[src/design/rtc_flags_pkg.sv]
package rtc_flags_pkg;

  ////////////////////////////////////////////////////////////////////////////
  // bus geometry
  localparam int ADDR_W = 4;
  localparam int DATA_W = 8;

  ////////////////////////////////////////////////////////////////////////////
  // register offsets
  localparam logic [ADDR_W-1:0] FLAG_ADDR = 4'h0;
  localparam logic [ADDR_W-1:0] CTRL_ADDR = 4'h1;
  localparam logic [ADDR_W-1:0] IRQ_STATUS_ADDR = 4'h2;
  localparam logic [ADDR_W-1:0] IRQ_MASK_ADDR = 4'h3;
  localparam logic [ADDR_W-1:0] PIN_STATE_ADDR = 4'h4;

  ////////////////////////////////////////////////////////////////////////////
  // field positions, shared by flag, status and mask registers, plus the control level select
  localparam int COMP_STOP_BIT = 0;
  localparam int DATA_LOSS_BIT = 1;
  localparam int EXT_EVENT_BIT = 2;
  localparam int LEVEL_SEL_BIT = 0;
  localparam int FLAG_COUNT = 3;

  ////////////////////////////////////////////////////////////////////////////
  // synchroniser lanes
  localparam int PIN_COUNT = 3;
  localparam int EVENT_LANE = 0;
  localparam int LOW2_LANE = 1;
  localparam int LOW1_LANE = 2;

  ////////////////////////////////////////////////////////////////////////////
  // reset values
  localparam logic LEVEL_SEL_RESET = 1'h0;
  localparam logic DATA_LOSS_RESET = 1'h1;
  localparam logic COMP_STOP_RESET = 1'h1;
  localparam logic EXT_EVENT_RESET = 1'h0;
  localparam logic [FLAG_COUNT-1:0] MASK_RESET = 3'h0;
  localparam logic [FLAG_COUNT-1:0] STATUS_RESET = 3'h0;
  localparam logic [DATA_W-1:0] RDATA_RESET = 8'h00;
  localparam logic [PIN_COUNT-1:0] SYNC_RESET = 3'h0;

  ////////////////////////////////////////////////////////////////////////////
  // power-on capture waits for the synchroniser to fill
  localparam int INIT_W = 2;
  localparam logic [INIT_W-1:0] INIT_RESET = 2'h0;
  localparam logic [INIT_W-1:0] INIT_STEP = 2'h1;
  localparam logic [INIT_W-1:0] SYNC_STAGES = 2'h2;

endpackage

[src/design/pin_sync.sv]
`timescale 1ns/10ps
module pin_sync (
  // clock and reset
  input wire logic clk_sys,
  input wire logic rst_n,
  // asynchronous pins in, settled levels out
  input wire logic [rtc_flags_pkg::PIN_COUNT-1:0] pin_async,
  output logic [rtc_flags_pkg::PIN_COUNT-1:0] pin_level
);

  typedef struct packed {
    logic [rtc_flags_pkg::PIN_COUNT-1:0] stage1;
    logic [rtc_flags_pkg::PIN_COUNT-1:0] stage2;
  } sync_state_t;

  sync_state_t state;
  sync_state_t next_state;

  // first stage feeds only the second stage
  always_comb begin
    next_state = state;
    next_state.stage1 = pin_async;
    next_state.stage2 = state.stage1;
  end

  // two flops per lane
  always_ff @(posedge clk_sys or negedge rst_n) begin
    if (!rst_n) begin
      state <= '{stage1: rtc_flags_pkg::SYNC_RESET, stage2: rtc_flags_pkg::SYNC_RESET};
    end else begin
      state <= next_state;
    end
  end

  assign pin_level = state.stage2;

endmodule

[src/design/rtc_event_voltage_flags.sv]
`timescale 1ns/10ps
module rtc_event_voltage_flags (
  // clock and reset
  input wire logic clk_sys,
  input wire logic rst_n,
  // register port
  input wire logic [rtc_flags_pkg::ADDR_W-1:0] addr,
  input wire logic [rtc_flags_pkg::DATA_W-1:0] wdata,
  input wire logic wr,
  input wire logic rd,
  output logic [rtc_flags_pkg::DATA_W-1:0] rdata,
  // event and supply monitor pins
  input wire logic event_input_pin,
  input wire logic second_low_voltage_threshold,
  input wire logic first_low_voltage_threshold,
  // flag levels
  output logic external_event_flag,
  output logic data_loss_voltage_flag,
  output logic compensation_stop_voltage_flag,
  output logic init_done,
  // interrupt
  output logic irq
);

  ////////////////////////////////////////////////////////////////////////////
  // state

  typedef struct packed {
    logic [rtc_flags_pkg::DATA_W-1:0] rdata;
    logic irq;
    logic ext_event;
    logic data_loss;
    logic comp_stop;
    logic level_sel;
    logic [rtc_flags_pkg::FLAG_COUNT-1:0] mask;
    logic [rtc_flags_pkg::FLAG_COUNT-1:0] status;
    logic event_prev;
    logic low2_prev;
    logic low1_prev;
    logic [rtc_flags_pkg::INIT_W-1:0] init_cnt;
    logic init_done;
  } flags_state_t;

  flags_state_t state;
  flags_state_t next_state;

  ////////////////////////////////////////////////////////////////////////////
  // pin synchronisation

  logic [rtc_flags_pkg::PIN_COUNT-1:0] pin_raw;
  logic [rtc_flags_pkg::PIN_COUNT-1:0] pin_level;

  // lane order follows the package lane indices
  assign pin_raw = {first_low_voltage_threshold, second_low_voltage_threshold,
                    event_input_pin};

  pin_sync u_pin_sync (
    .clk_sys(clk_sys),
    .rst_n(rst_n),
    .pin_async(pin_raw),
    .pin_level(pin_level)
  );

  ////////////////////////////////////////////////////////////////////////////
  // helpers

  // a flag write clears a bit when the written bit is zero
  function automatic logic clear_request(
    input logic strobe,
    input logic [rtc_flags_pkg::DATA_W-1:0] data,
    input int pos
  );
    clear_request = strobe && !data[pos];
  endfunction

  // event pin is active when it matches the selected level
  function automatic logic event_active(input logic pin, input logic sel);
    event_active = (pin == sel);
  endfunction

  ////////////////////////////////////////////////////////////////////////////
  // decoded strobes and events

  logic flag_wr;
  logic ctrl_wr;
  logic status_wr;
  logic mask_wr;
  logic clr_data_loss;
  logic clr_comp_stop;
  logic clr_voltage;
  logic clr_event;
  logic event_now;
  logic event_set;
  logic low2_set;
  logic low1_set;
  logic [rtc_flags_pkg::FLAG_COUNT-1:0] flag_rise;
  logic [rtc_flags_pkg::FLAG_COUNT-1:0] flags_now;
  logic [rtc_flags_pkg::DATA_W-1:0] read_value;

  // address decode for writes
  always_comb begin
    flag_wr = 1'b0;
    ctrl_wr = 1'b0;
    status_wr = 1'b0;
    mask_wr = 1'b0;
    if (wr && addr == rtc_flags_pkg::FLAG_ADDR) begin
      flag_wr = 1'b1;
    end else if (wr && addr == rtc_flags_pkg::CTRL_ADDR) begin
      ctrl_wr = 1'b1;
    end else if (wr && addr == rtc_flags_pkg::IRQ_STATUS_ADDR) begin
      status_wr = 1'b1;
    end else if (wr && addr == rtc_flags_pkg::IRQ_MASK_ADDR) begin
      mask_wr = 1'b1;
    end
  end

  // clear requests from a flag write; a zero in either voltage bit clears both voltage flags
  // write one ignored
  assign clr_data_loss = clear_request(flag_wr, wdata, rtc_flags_pkg::DATA_LOSS_BIT);
  assign clr_comp_stop = clear_request(flag_wr, wdata, rtc_flags_pkg::COMP_STOP_BIT);
  assign clr_voltage = clr_data_loss || clr_comp_stop;
  assign clr_event = clear_request(flag_wr, wdata, rtc_flags_pkg::EXT_EVENT_BIT);

  // event detection on the settled pin, only after the power-on capture
  assign event_now = event_active(pin_level[rtc_flags_pkg::EVENT_LANE], state.level_sel);
  assign event_set = state.init_done && event_now && !state.event_prev;
  assign low2_set = state.init_done && pin_level[rtc_flags_pkg::LOW2_LANE] && !state.low2_prev;
  assign low1_set = state.init_done && pin_level[rtc_flags_pkg::LOW1_LANE] && !state.low1_prev;

  // flag view in register layout
  always_comb begin
    flags_now = '0;
    flags_now[rtc_flags_pkg::EXT_EVENT_BIT] = state.ext_event;
    flags_now[rtc_flags_pkg::DATA_LOSS_BIT] = state.data_loss;
    flags_now[rtc_flags_pkg::COMP_STOP_BIT] = state.comp_stop;
  end

  // one interrupt event per flag that a pin edge takes from clear to set
  always_comb begin
    flag_rise = '0;
    flag_rise[rtc_flags_pkg::EXT_EVENT_BIT] = event_set && !state.ext_event;
    flag_rise[rtc_flags_pkg::DATA_LOSS_BIT] = low2_set && !state.data_loss;
    flag_rise[rtc_flags_pkg::COMP_STOP_BIT] = low1_set && !state.comp_stop;
  end

  // read multiplexer; unmapped addresses read zero
  always_comb begin
    read_value = '0;
    if (addr == rtc_flags_pkg::FLAG_ADDR) begin
      read_value[rtc_flags_pkg::FLAG_COUNT-1:0] = flags_now;
    end else if (addr == rtc_flags_pkg::CTRL_ADDR) begin
      read_value[rtc_flags_pkg::LEVEL_SEL_BIT] = state.level_sel;
    end else if (addr == rtc_flags_pkg::IRQ_STATUS_ADDR) begin
      read_value[rtc_flags_pkg::FLAG_COUNT-1:0] = state.status;
    end else if (addr == rtc_flags_pkg::IRQ_MASK_ADDR) begin
      read_value[rtc_flags_pkg::FLAG_COUNT-1:0] = state.mask;
    end else if (addr == rtc_flags_pkg::PIN_STATE_ADDR) begin
      read_value[rtc_flags_pkg::PIN_COUNT-1:0] = pin_level;
    end
  end

  ////////////////////////////////////////////////////////////////////////////
  // next state

  always_comb begin
    next_state = state;

    // read data stands for one cycle only
    next_state.rdata = rd ? read_value : rtc_flags_pkg::RDATA_RESET;

    // control and mask registers
    if (ctrl_wr) begin
      next_state.level_sel = wdata[rtc_flags_pkg::LEVEL_SEL_BIT];
    end
    if (mask_wr) begin
      next_state.mask = wdata[rtc_flags_pkg::FLAG_COUNT-1:0];
    end

    // edge history follows the settled pins
    next_state.event_prev = event_now;
    next_state.low2_prev = pin_level[rtc_flags_pkg::LOW2_LANE];
    next_state.low1_prev = pin_level[rtc_flags_pkg::LOW1_LANE];

    // power-on capture once the synchroniser holds the real pin level
    if (!state.init_done) begin
      if (state.init_cnt == rtc_flags_pkg::SYNC_STAGES) begin
        next_state.init_done = 1'b1;
        next_state.ext_event = event_now;
      end else begin
        next_state.init_cnt = state.init_cnt + rtc_flags_pkg::INIT_STEP;
      end
    end else begin
      if (clr_event) begin
        next_state.ext_event = 1'b0;
      end
      if (event_set) begin
        next_state.ext_event = 1'b1;
      end
    end

    if (clr_voltage) begin
      next_state.data_loss = 1'b0;
      next_state.comp_stop = 1'b0;
    end
    if (low2_set) begin
      next_state.data_loss = 1'b1;
    end
    if (low1_set) begin
      next_state.comp_stop = 1'b1;
    end

    // sticky status, write one clears, a new event wins
    if (status_wr) begin
      next_state.status = state.status & ~wdata[rtc_flags_pkg::FLAG_COUNT-1:0];
    end
    next_state.status = next_state.status | flag_rise;

    // interrupt level from the registered status and mask
    next_state.irq = |(state.status & state.mask);
  end

  ////////////////////////////////////////////////////////////////////////////
  // state register

  always_ff @(posedge clk_sys or negedge rst_n) begin
    if (!rst_n) begin
      state.rdata <= rtc_flags_pkg::RDATA_RESET;
      state.irq <= 1'b0;
      state.ext_event <= rtc_flags_pkg::EXT_EVENT_RESET;
      state.data_loss <= rtc_flags_pkg::DATA_LOSS_RESET;
      state.comp_stop <= rtc_flags_pkg::COMP_STOP_RESET;
      state.level_sel <= rtc_flags_pkg::LEVEL_SEL_RESET;
      state.mask <= rtc_flags_pkg::MASK_RESET;
      state.status <= rtc_flags_pkg::STATUS_RESET;
      state.event_prev <= 1'b0;
      state.low2_prev <= 1'b0;
      state.low1_prev <= 1'b0;
      state.init_cnt <= rtc_flags_pkg::INIT_RESET;
      state.init_done <= 1'b0;
    end else begin
      state <= next_state;
    end
  end

  ////////////////////////////////////////////////////////////////////////////
  // outputs, all straight from flops

  assign rdata = state.rdata;
  assign irq = state.irq;
  assign external_event_flag = state.ext_event;
  assign data_loss_voltage_flag = state.data_loss;
  assign compensation_stop_voltage_flag = state.comp_stop;
  assign init_done = state.init_done;

endmodule

[config.mk]
export PLATFORM = sky130hd
export DESIGN_NAME = rtc_event_voltage_flags
export DESIGN_NICKNAME = d
export VERILOG_FILES = /design/src/design/rtc_flags_pkg.sv /design/src/design/pin_sync.sv /design/src/design/rtc_event_voltage_flags.sv
export SDC_FILE = /design/constraint.sdc
export NUM_CORES = 1
export LEC_CHECK = 0
export BUFFER_PORTS_ARGS = -buffer_cell sky130_fd_sc_hd__clkbuf_2
export CAP_MARGIN = 0
export CORE_MARGIN = 1
export CORE_UTILIZATION = 36
export DETAILED_ROUTE_END_ITERATION = 12
export PLACE_DENSITY_LB_ADDON = 0.25
export SLEW_MARGIN = 40
export SYNTH_ARGS = -nofsm -noshare
export SYNTH_HDL_FRONTEND = slang
export SYNTH_HIERARCHICAL = 1
export SYNTH_SLANG_ARGS = --single-unit
[constraint.sdc]
create_clock -name clk_sys -period 2.7 [get_ports clk_sys]
set_input_delay 0.54 -clock clk_sys [delete_from_list [all_inputs] [get_ports clk_sys]]
set_output_delay 0.54 -clock clk_sys [all_outputs]
set_load 0.01 [all_outputs]
After elaboration in Yosys (flattened, before gate mapping)
Cells that the tools add are included.

word-level totals
  flip-flop bits (word level) = 26
  output and inout port bits = 13

operators by class
  add/sub/neg operators = 1
  eq/ne operators = 7
  mux-type cells = 27
  bitwise logic cells = 6
  reduce and logical (&&, ||, !) cells = 33

operators by type and width
  cell                                                                    number
  1-bit 2-to-1 mux                                                        19
  3-bit 2-to-1 mux                                                        6
  1-bit logical AND                                                       16
  1-bit zero test                                                         9
  4-bit by 2-bit equality test with 1-bit output (second input constant)  2
  3-bit AND                                                               2
  2-bit nonzero test                                                      3
  4-bit by 1-bit equality test with 1-bit output (second input constant)  1
  4-bit by 3-bit equality test with 1-bit output (second input constant)  1
  4-bit zero test                                                         1
  2-bit 2-to-1 mux                                                        2
  2-bit AND reduction                                                     2
  3-bit by 1-bit != test with 1-bit output (second input constant)        1
  3-bit inverter                                                          1
  3-bit OR                                                                1
  3-bit OR reduction                                                      1
  2-bit by 1-bit adder with 2-bit output (second input constant)          1
  2-bit equality test (second input constant)                             1
  1-bit inverter                                                          2
  1-bit equality test                                                     1
  1-bit logical OR                                                        1

Depth between registers and ports, before layout
  depth in word-level cells = 7
  gate-level depth with buffers = 6

Cells and area by module
The synthesis kept the hierarchy.

by module, submodules not included
  module                   instances  cells an instance  area an instance (um^2)  seq. area each (um^2)
  rtc_event_voltage_flags  1          97                 1031.0                   503.0
  pin_sync                 1          6                  150.1                    150.1

Least setup slack after synthesis
No wires, ideal clock.

  kind = input to register
  start = input port addr[0] in the netlist's numbering
  end = register, netlist name rdata[0]
  setup time = 77 ps
  data arrival time = 1504 ps
  setup slack = 1118 ps
  stages on the path = 5
  path buffers = 1
  cell sequence = buf_4 > nor2_8 > a32oi_1 > or4_1 > a21oi_1

RTL lines
  what             line                          text
  start, declared  rtc_event_voltage_flags.sv:7  input wire logic [rtc_flags_pkg::ADDR_W-1:0] addr,

Final worst setup path
  start = register state (netlist bit data_loss_voltage_flag)
  end = output port data_loss_voltage_flag

RTL lines
  what                    line                            text
  start, declared         rtc_event_voltage_flags.sv:44   flags_state_t state;
  start signal, assigned  rtc_event_voltage_flags.sv:241  state <= next_state;
  end, declared           rtc_event_voltage_flags.sv:18   output logic data_loss_voltage_flag,

No word-level cell between the ends.

==> impl_metrics.py <==
metrics = {
    "status": {
        "outcome": "finished clean",
    },
    "synth": {
        "synth_edf_count": 0,
        "syn_area_um2": 1180,
        "synth.area.top_cells": "dfrtp_1 51%, buf_4 5.7%, dfstp_2 4.4%, mux2_2 3.8%, nand2_1 3.5%",
        "yosysMostFrequentCell": "dfrtp_1",
        "syn-instance-count": 103,
        "async_reset_ff_share_pct": 100,
        "seq_area_frac_synth_pct": 55.3,
        "synthFlopType": "dfrtp_1",
        "synth_top_cell_area_share_pct": 50.8,
        "synth_top_area_cell": "dfrtp_1",
        "syn_area_per_cell_um2": 11.5,
        "synth-seq-cells": 26,
        "yosys_warnings": 6,
        "synthTopCellsByCount": "24 x dfrtp_1, 11 x nand2_1, 9 x buf_4",
        "ys_types": 38,
    },
    "clocking": {
        "cts.path.max_buffers": 2,
        "ctsRootBufferMaster": "clkbuf_4",
        "cts_buffers": 3,
        "clock-sinks": 26,
        "holdBufCountCts": 0,
        "insertion_delay_ns": 0.32,
        "cts_setup_buffers": 0,
        "cts_resized": 0,
        "clkTransAtPathRegs_ns": 0.14,
        "h-tree-depth": 1,
        "cts_tree": "yes",
    },
    "floorplanning": {
        "die_w_um": 59.3,
        "rows": 20,
        "fp.dieArea_um2": 3510,
        "initial_utilization_pct": 38.4,
        "die_y_um": 59.3,
        "ios": 32,
        "fp.coreArea_um2": 3080,
    },
    "detailed_routing": {
        "dr.pass1.iters": 4,
        "drc": 0,
        "viasPerCell": 4.87,
        "drt-total-wl_mm": 2.08,
        "vias": 798,
        "first_iter_violations": 34,
        "post_drt_wl_per_cell_um": 12.7,
        "antenna_left": 0,
    },
    "final_layout": {
        "syn2layout_area_growth_pct": 9.96,
        "regArea_um2": 653,
        "diodes": 0,
        "final_cells": 164,
        "nets": 141,
        "layout-drive-gt1-share_pct": 30.0,
        "fillers": 312,
        "multi_input_area_um2": 434,
    },
    "timing": {
        "min_period_over_period_pct": 58.5,
        "final-setup-viol-count": 0,
        "relSlewSlack_pct": 57.7,
        "setup-tns-final_ns": 0,
        "skew_ns": 0.00479,
        "fmax_ghz": 0.634,
        "hold_violations": 0,
        "worstMarginPinSlew_ns": 0.635,
        "maxSlewViolCount": 0,
        "min_period_ns": 1.58,
        "whs_ns": 0.211,
        "grt_setup_unrepaired": "no",
    },
    "critical_path": {
        "reg2reg_to": "rdata[0]",
        "r2r-start": "state[9]",
        "rr_worst_depth": 4,
        "cp.arrival_ns": 1.04,
        "critPathCaptureType": "primary output",
        "worst_setup_path_start_kind": "register",
        "r2r_slack_ns": 1.39,
        "path_class": "register to primary output",
        "cp.required_ns": 2.16,
        "cp_num_buf_inv": 1,
        "max_stage_delay_ns": 0.59,
        "cp_slowest_cell": "dfstp_2",
        "path_cells": "clkbuf_2",
        "crit_family": "flip-flops",
        "worst-path-max-fanout": 4,
    },
    "placement": {
        "dp.cells": 160,
        "numPortBuffers": 21,
        "gp_congestion": 0.832,
        "place_hpwl_mm": 1.54,
    },
    "global_routing": {
        "grt_use_total_pct": 14.0,
        "antenna_found_initial": 0,
        "grt_pass1_vias": 757,
        "overflow": 0,
        "grt_first_pass_wirelength_mm": 3.55,
        "grt_start_max_net_pins": 27,
    },
    "min_path": {
        "hold_class": "primary input to async pin",
    },
    "pwr": {
        "ir_drop_v": 0.000227,
        "p_leak_uw": 0.000622,
        "power_density_nw_per_um2": 623,
    },
    "job": {
        "max-cap-violations": 0,
    },
}
==> cells in the final DEF (no fill, tap or decap), types with 2 or more instances in the layout <==
| cell type | n |
|---|---|
| dfrtp_1 | 24 |
| nand4_1 | 2 |
| a21o_1 | 2 |
| clkbuf_4 | 3 |
| o21ai_0 | 6 |
| dfstp_2 | 2 |
| conb_1 | 5 |
| nand2_1 | 11 |
| o22ai_1 | 2 |
| clkbuf_2 | 21 |
| nor2_1 | 2 |
| mux2_2 | 4 |
| xnor2_1 | 2 |
| a21oi_1 | 4 |
| nor3_1 | 4 |
| inv_1 | 4 |
==> state kept, by name, summed over array words and instances (netlist names) <==
register and flops:
compensation_stop_voltage_flag 1, data_loss_voltage_flag 1, external_event_flag 1, init_done 1, irq 1, rdata 3, state 12, u_pin_sync/next_state 3
u_pin_sync/pin_level 3
==> area by class of cell <==
type,count,share of cell area (%)
timing repair buffer,21,8.09
clock buffer,4,2.79
multi-input combinational,65,33.4
inverter,4,1.16
sequential,26,50.3
tap,44,4.24
==> report_power, final <==
part | total, uW | internal [uW] | leakage, uW | switching, uW
Combinational | 130 | 65.1 | 0.000296 | 65.1
Sequential | 484 | 444 | 0.000305 | 39.9
Clock | 195 | 82.4 | 0.0000210 | 113
Total | 809 | 592 | 0.000622 | 218
==> worst max path at each step <==
stage                                   start  cells past startpoint                        endpoint
2_1_floorplan                         addr[0]                      5                        rdata[0]
3_5_place_dp                          addr[1]                      5                        rdata[0]
3_3_place_gp                          addr[1]                      5                        rdata[0]
4_1_cts                data_loss_voltage_flag                      1          data_loss_voltage_flag
5_1_grt        compensation_stop_voltage_flag                      1  compensation_stop_voltage_flag
6_report               data_loss_voltage_flag                      1          data_loss_voltage_flag
==> layer usage <==
layer | vias up | GRT usage [%] | share of wire [%]
met5 | - | 0 | 0
met1 | 388 | 19.4 | 49
met3 | 2 | 2.62 | 5.8
li1 | 381 | - | -
met2 | 27 | 21.2 | 45
met4 | 0 | 6.12 | 0.58
==> cells by family after synthesis <==
kind of cell / count (synthesis) / share of synthesized area [%]
XOR/XNOR: 2 / 1.48
AND/OR/NAND/NOR: 32 / 17.0
flip-flops: 26 / 55.3
other: 1 / 0.317
multiplexers: 5 / 4.66
buffers and inverters: 16 / 9.21
AO/OA/AOI/OAI: 20 / 11.0
adder cells (fa/ha/maj): 1 / 1.06
==> through the flow <==
stage	area [um^2]	utilization [%]	power [uW]	worst slack [ns]
floorplan	1200	-	577	1.12
detailed placement	1260	41.0	621	0.892
finish	1300	42.2	809	1.12
global placement	1260	41.0	617	0.915
global route	1300	42.2	859	1.07
CTS	1300	42.2	818	1.10
No activity file was read; power rests on OpenSTA's default activity.
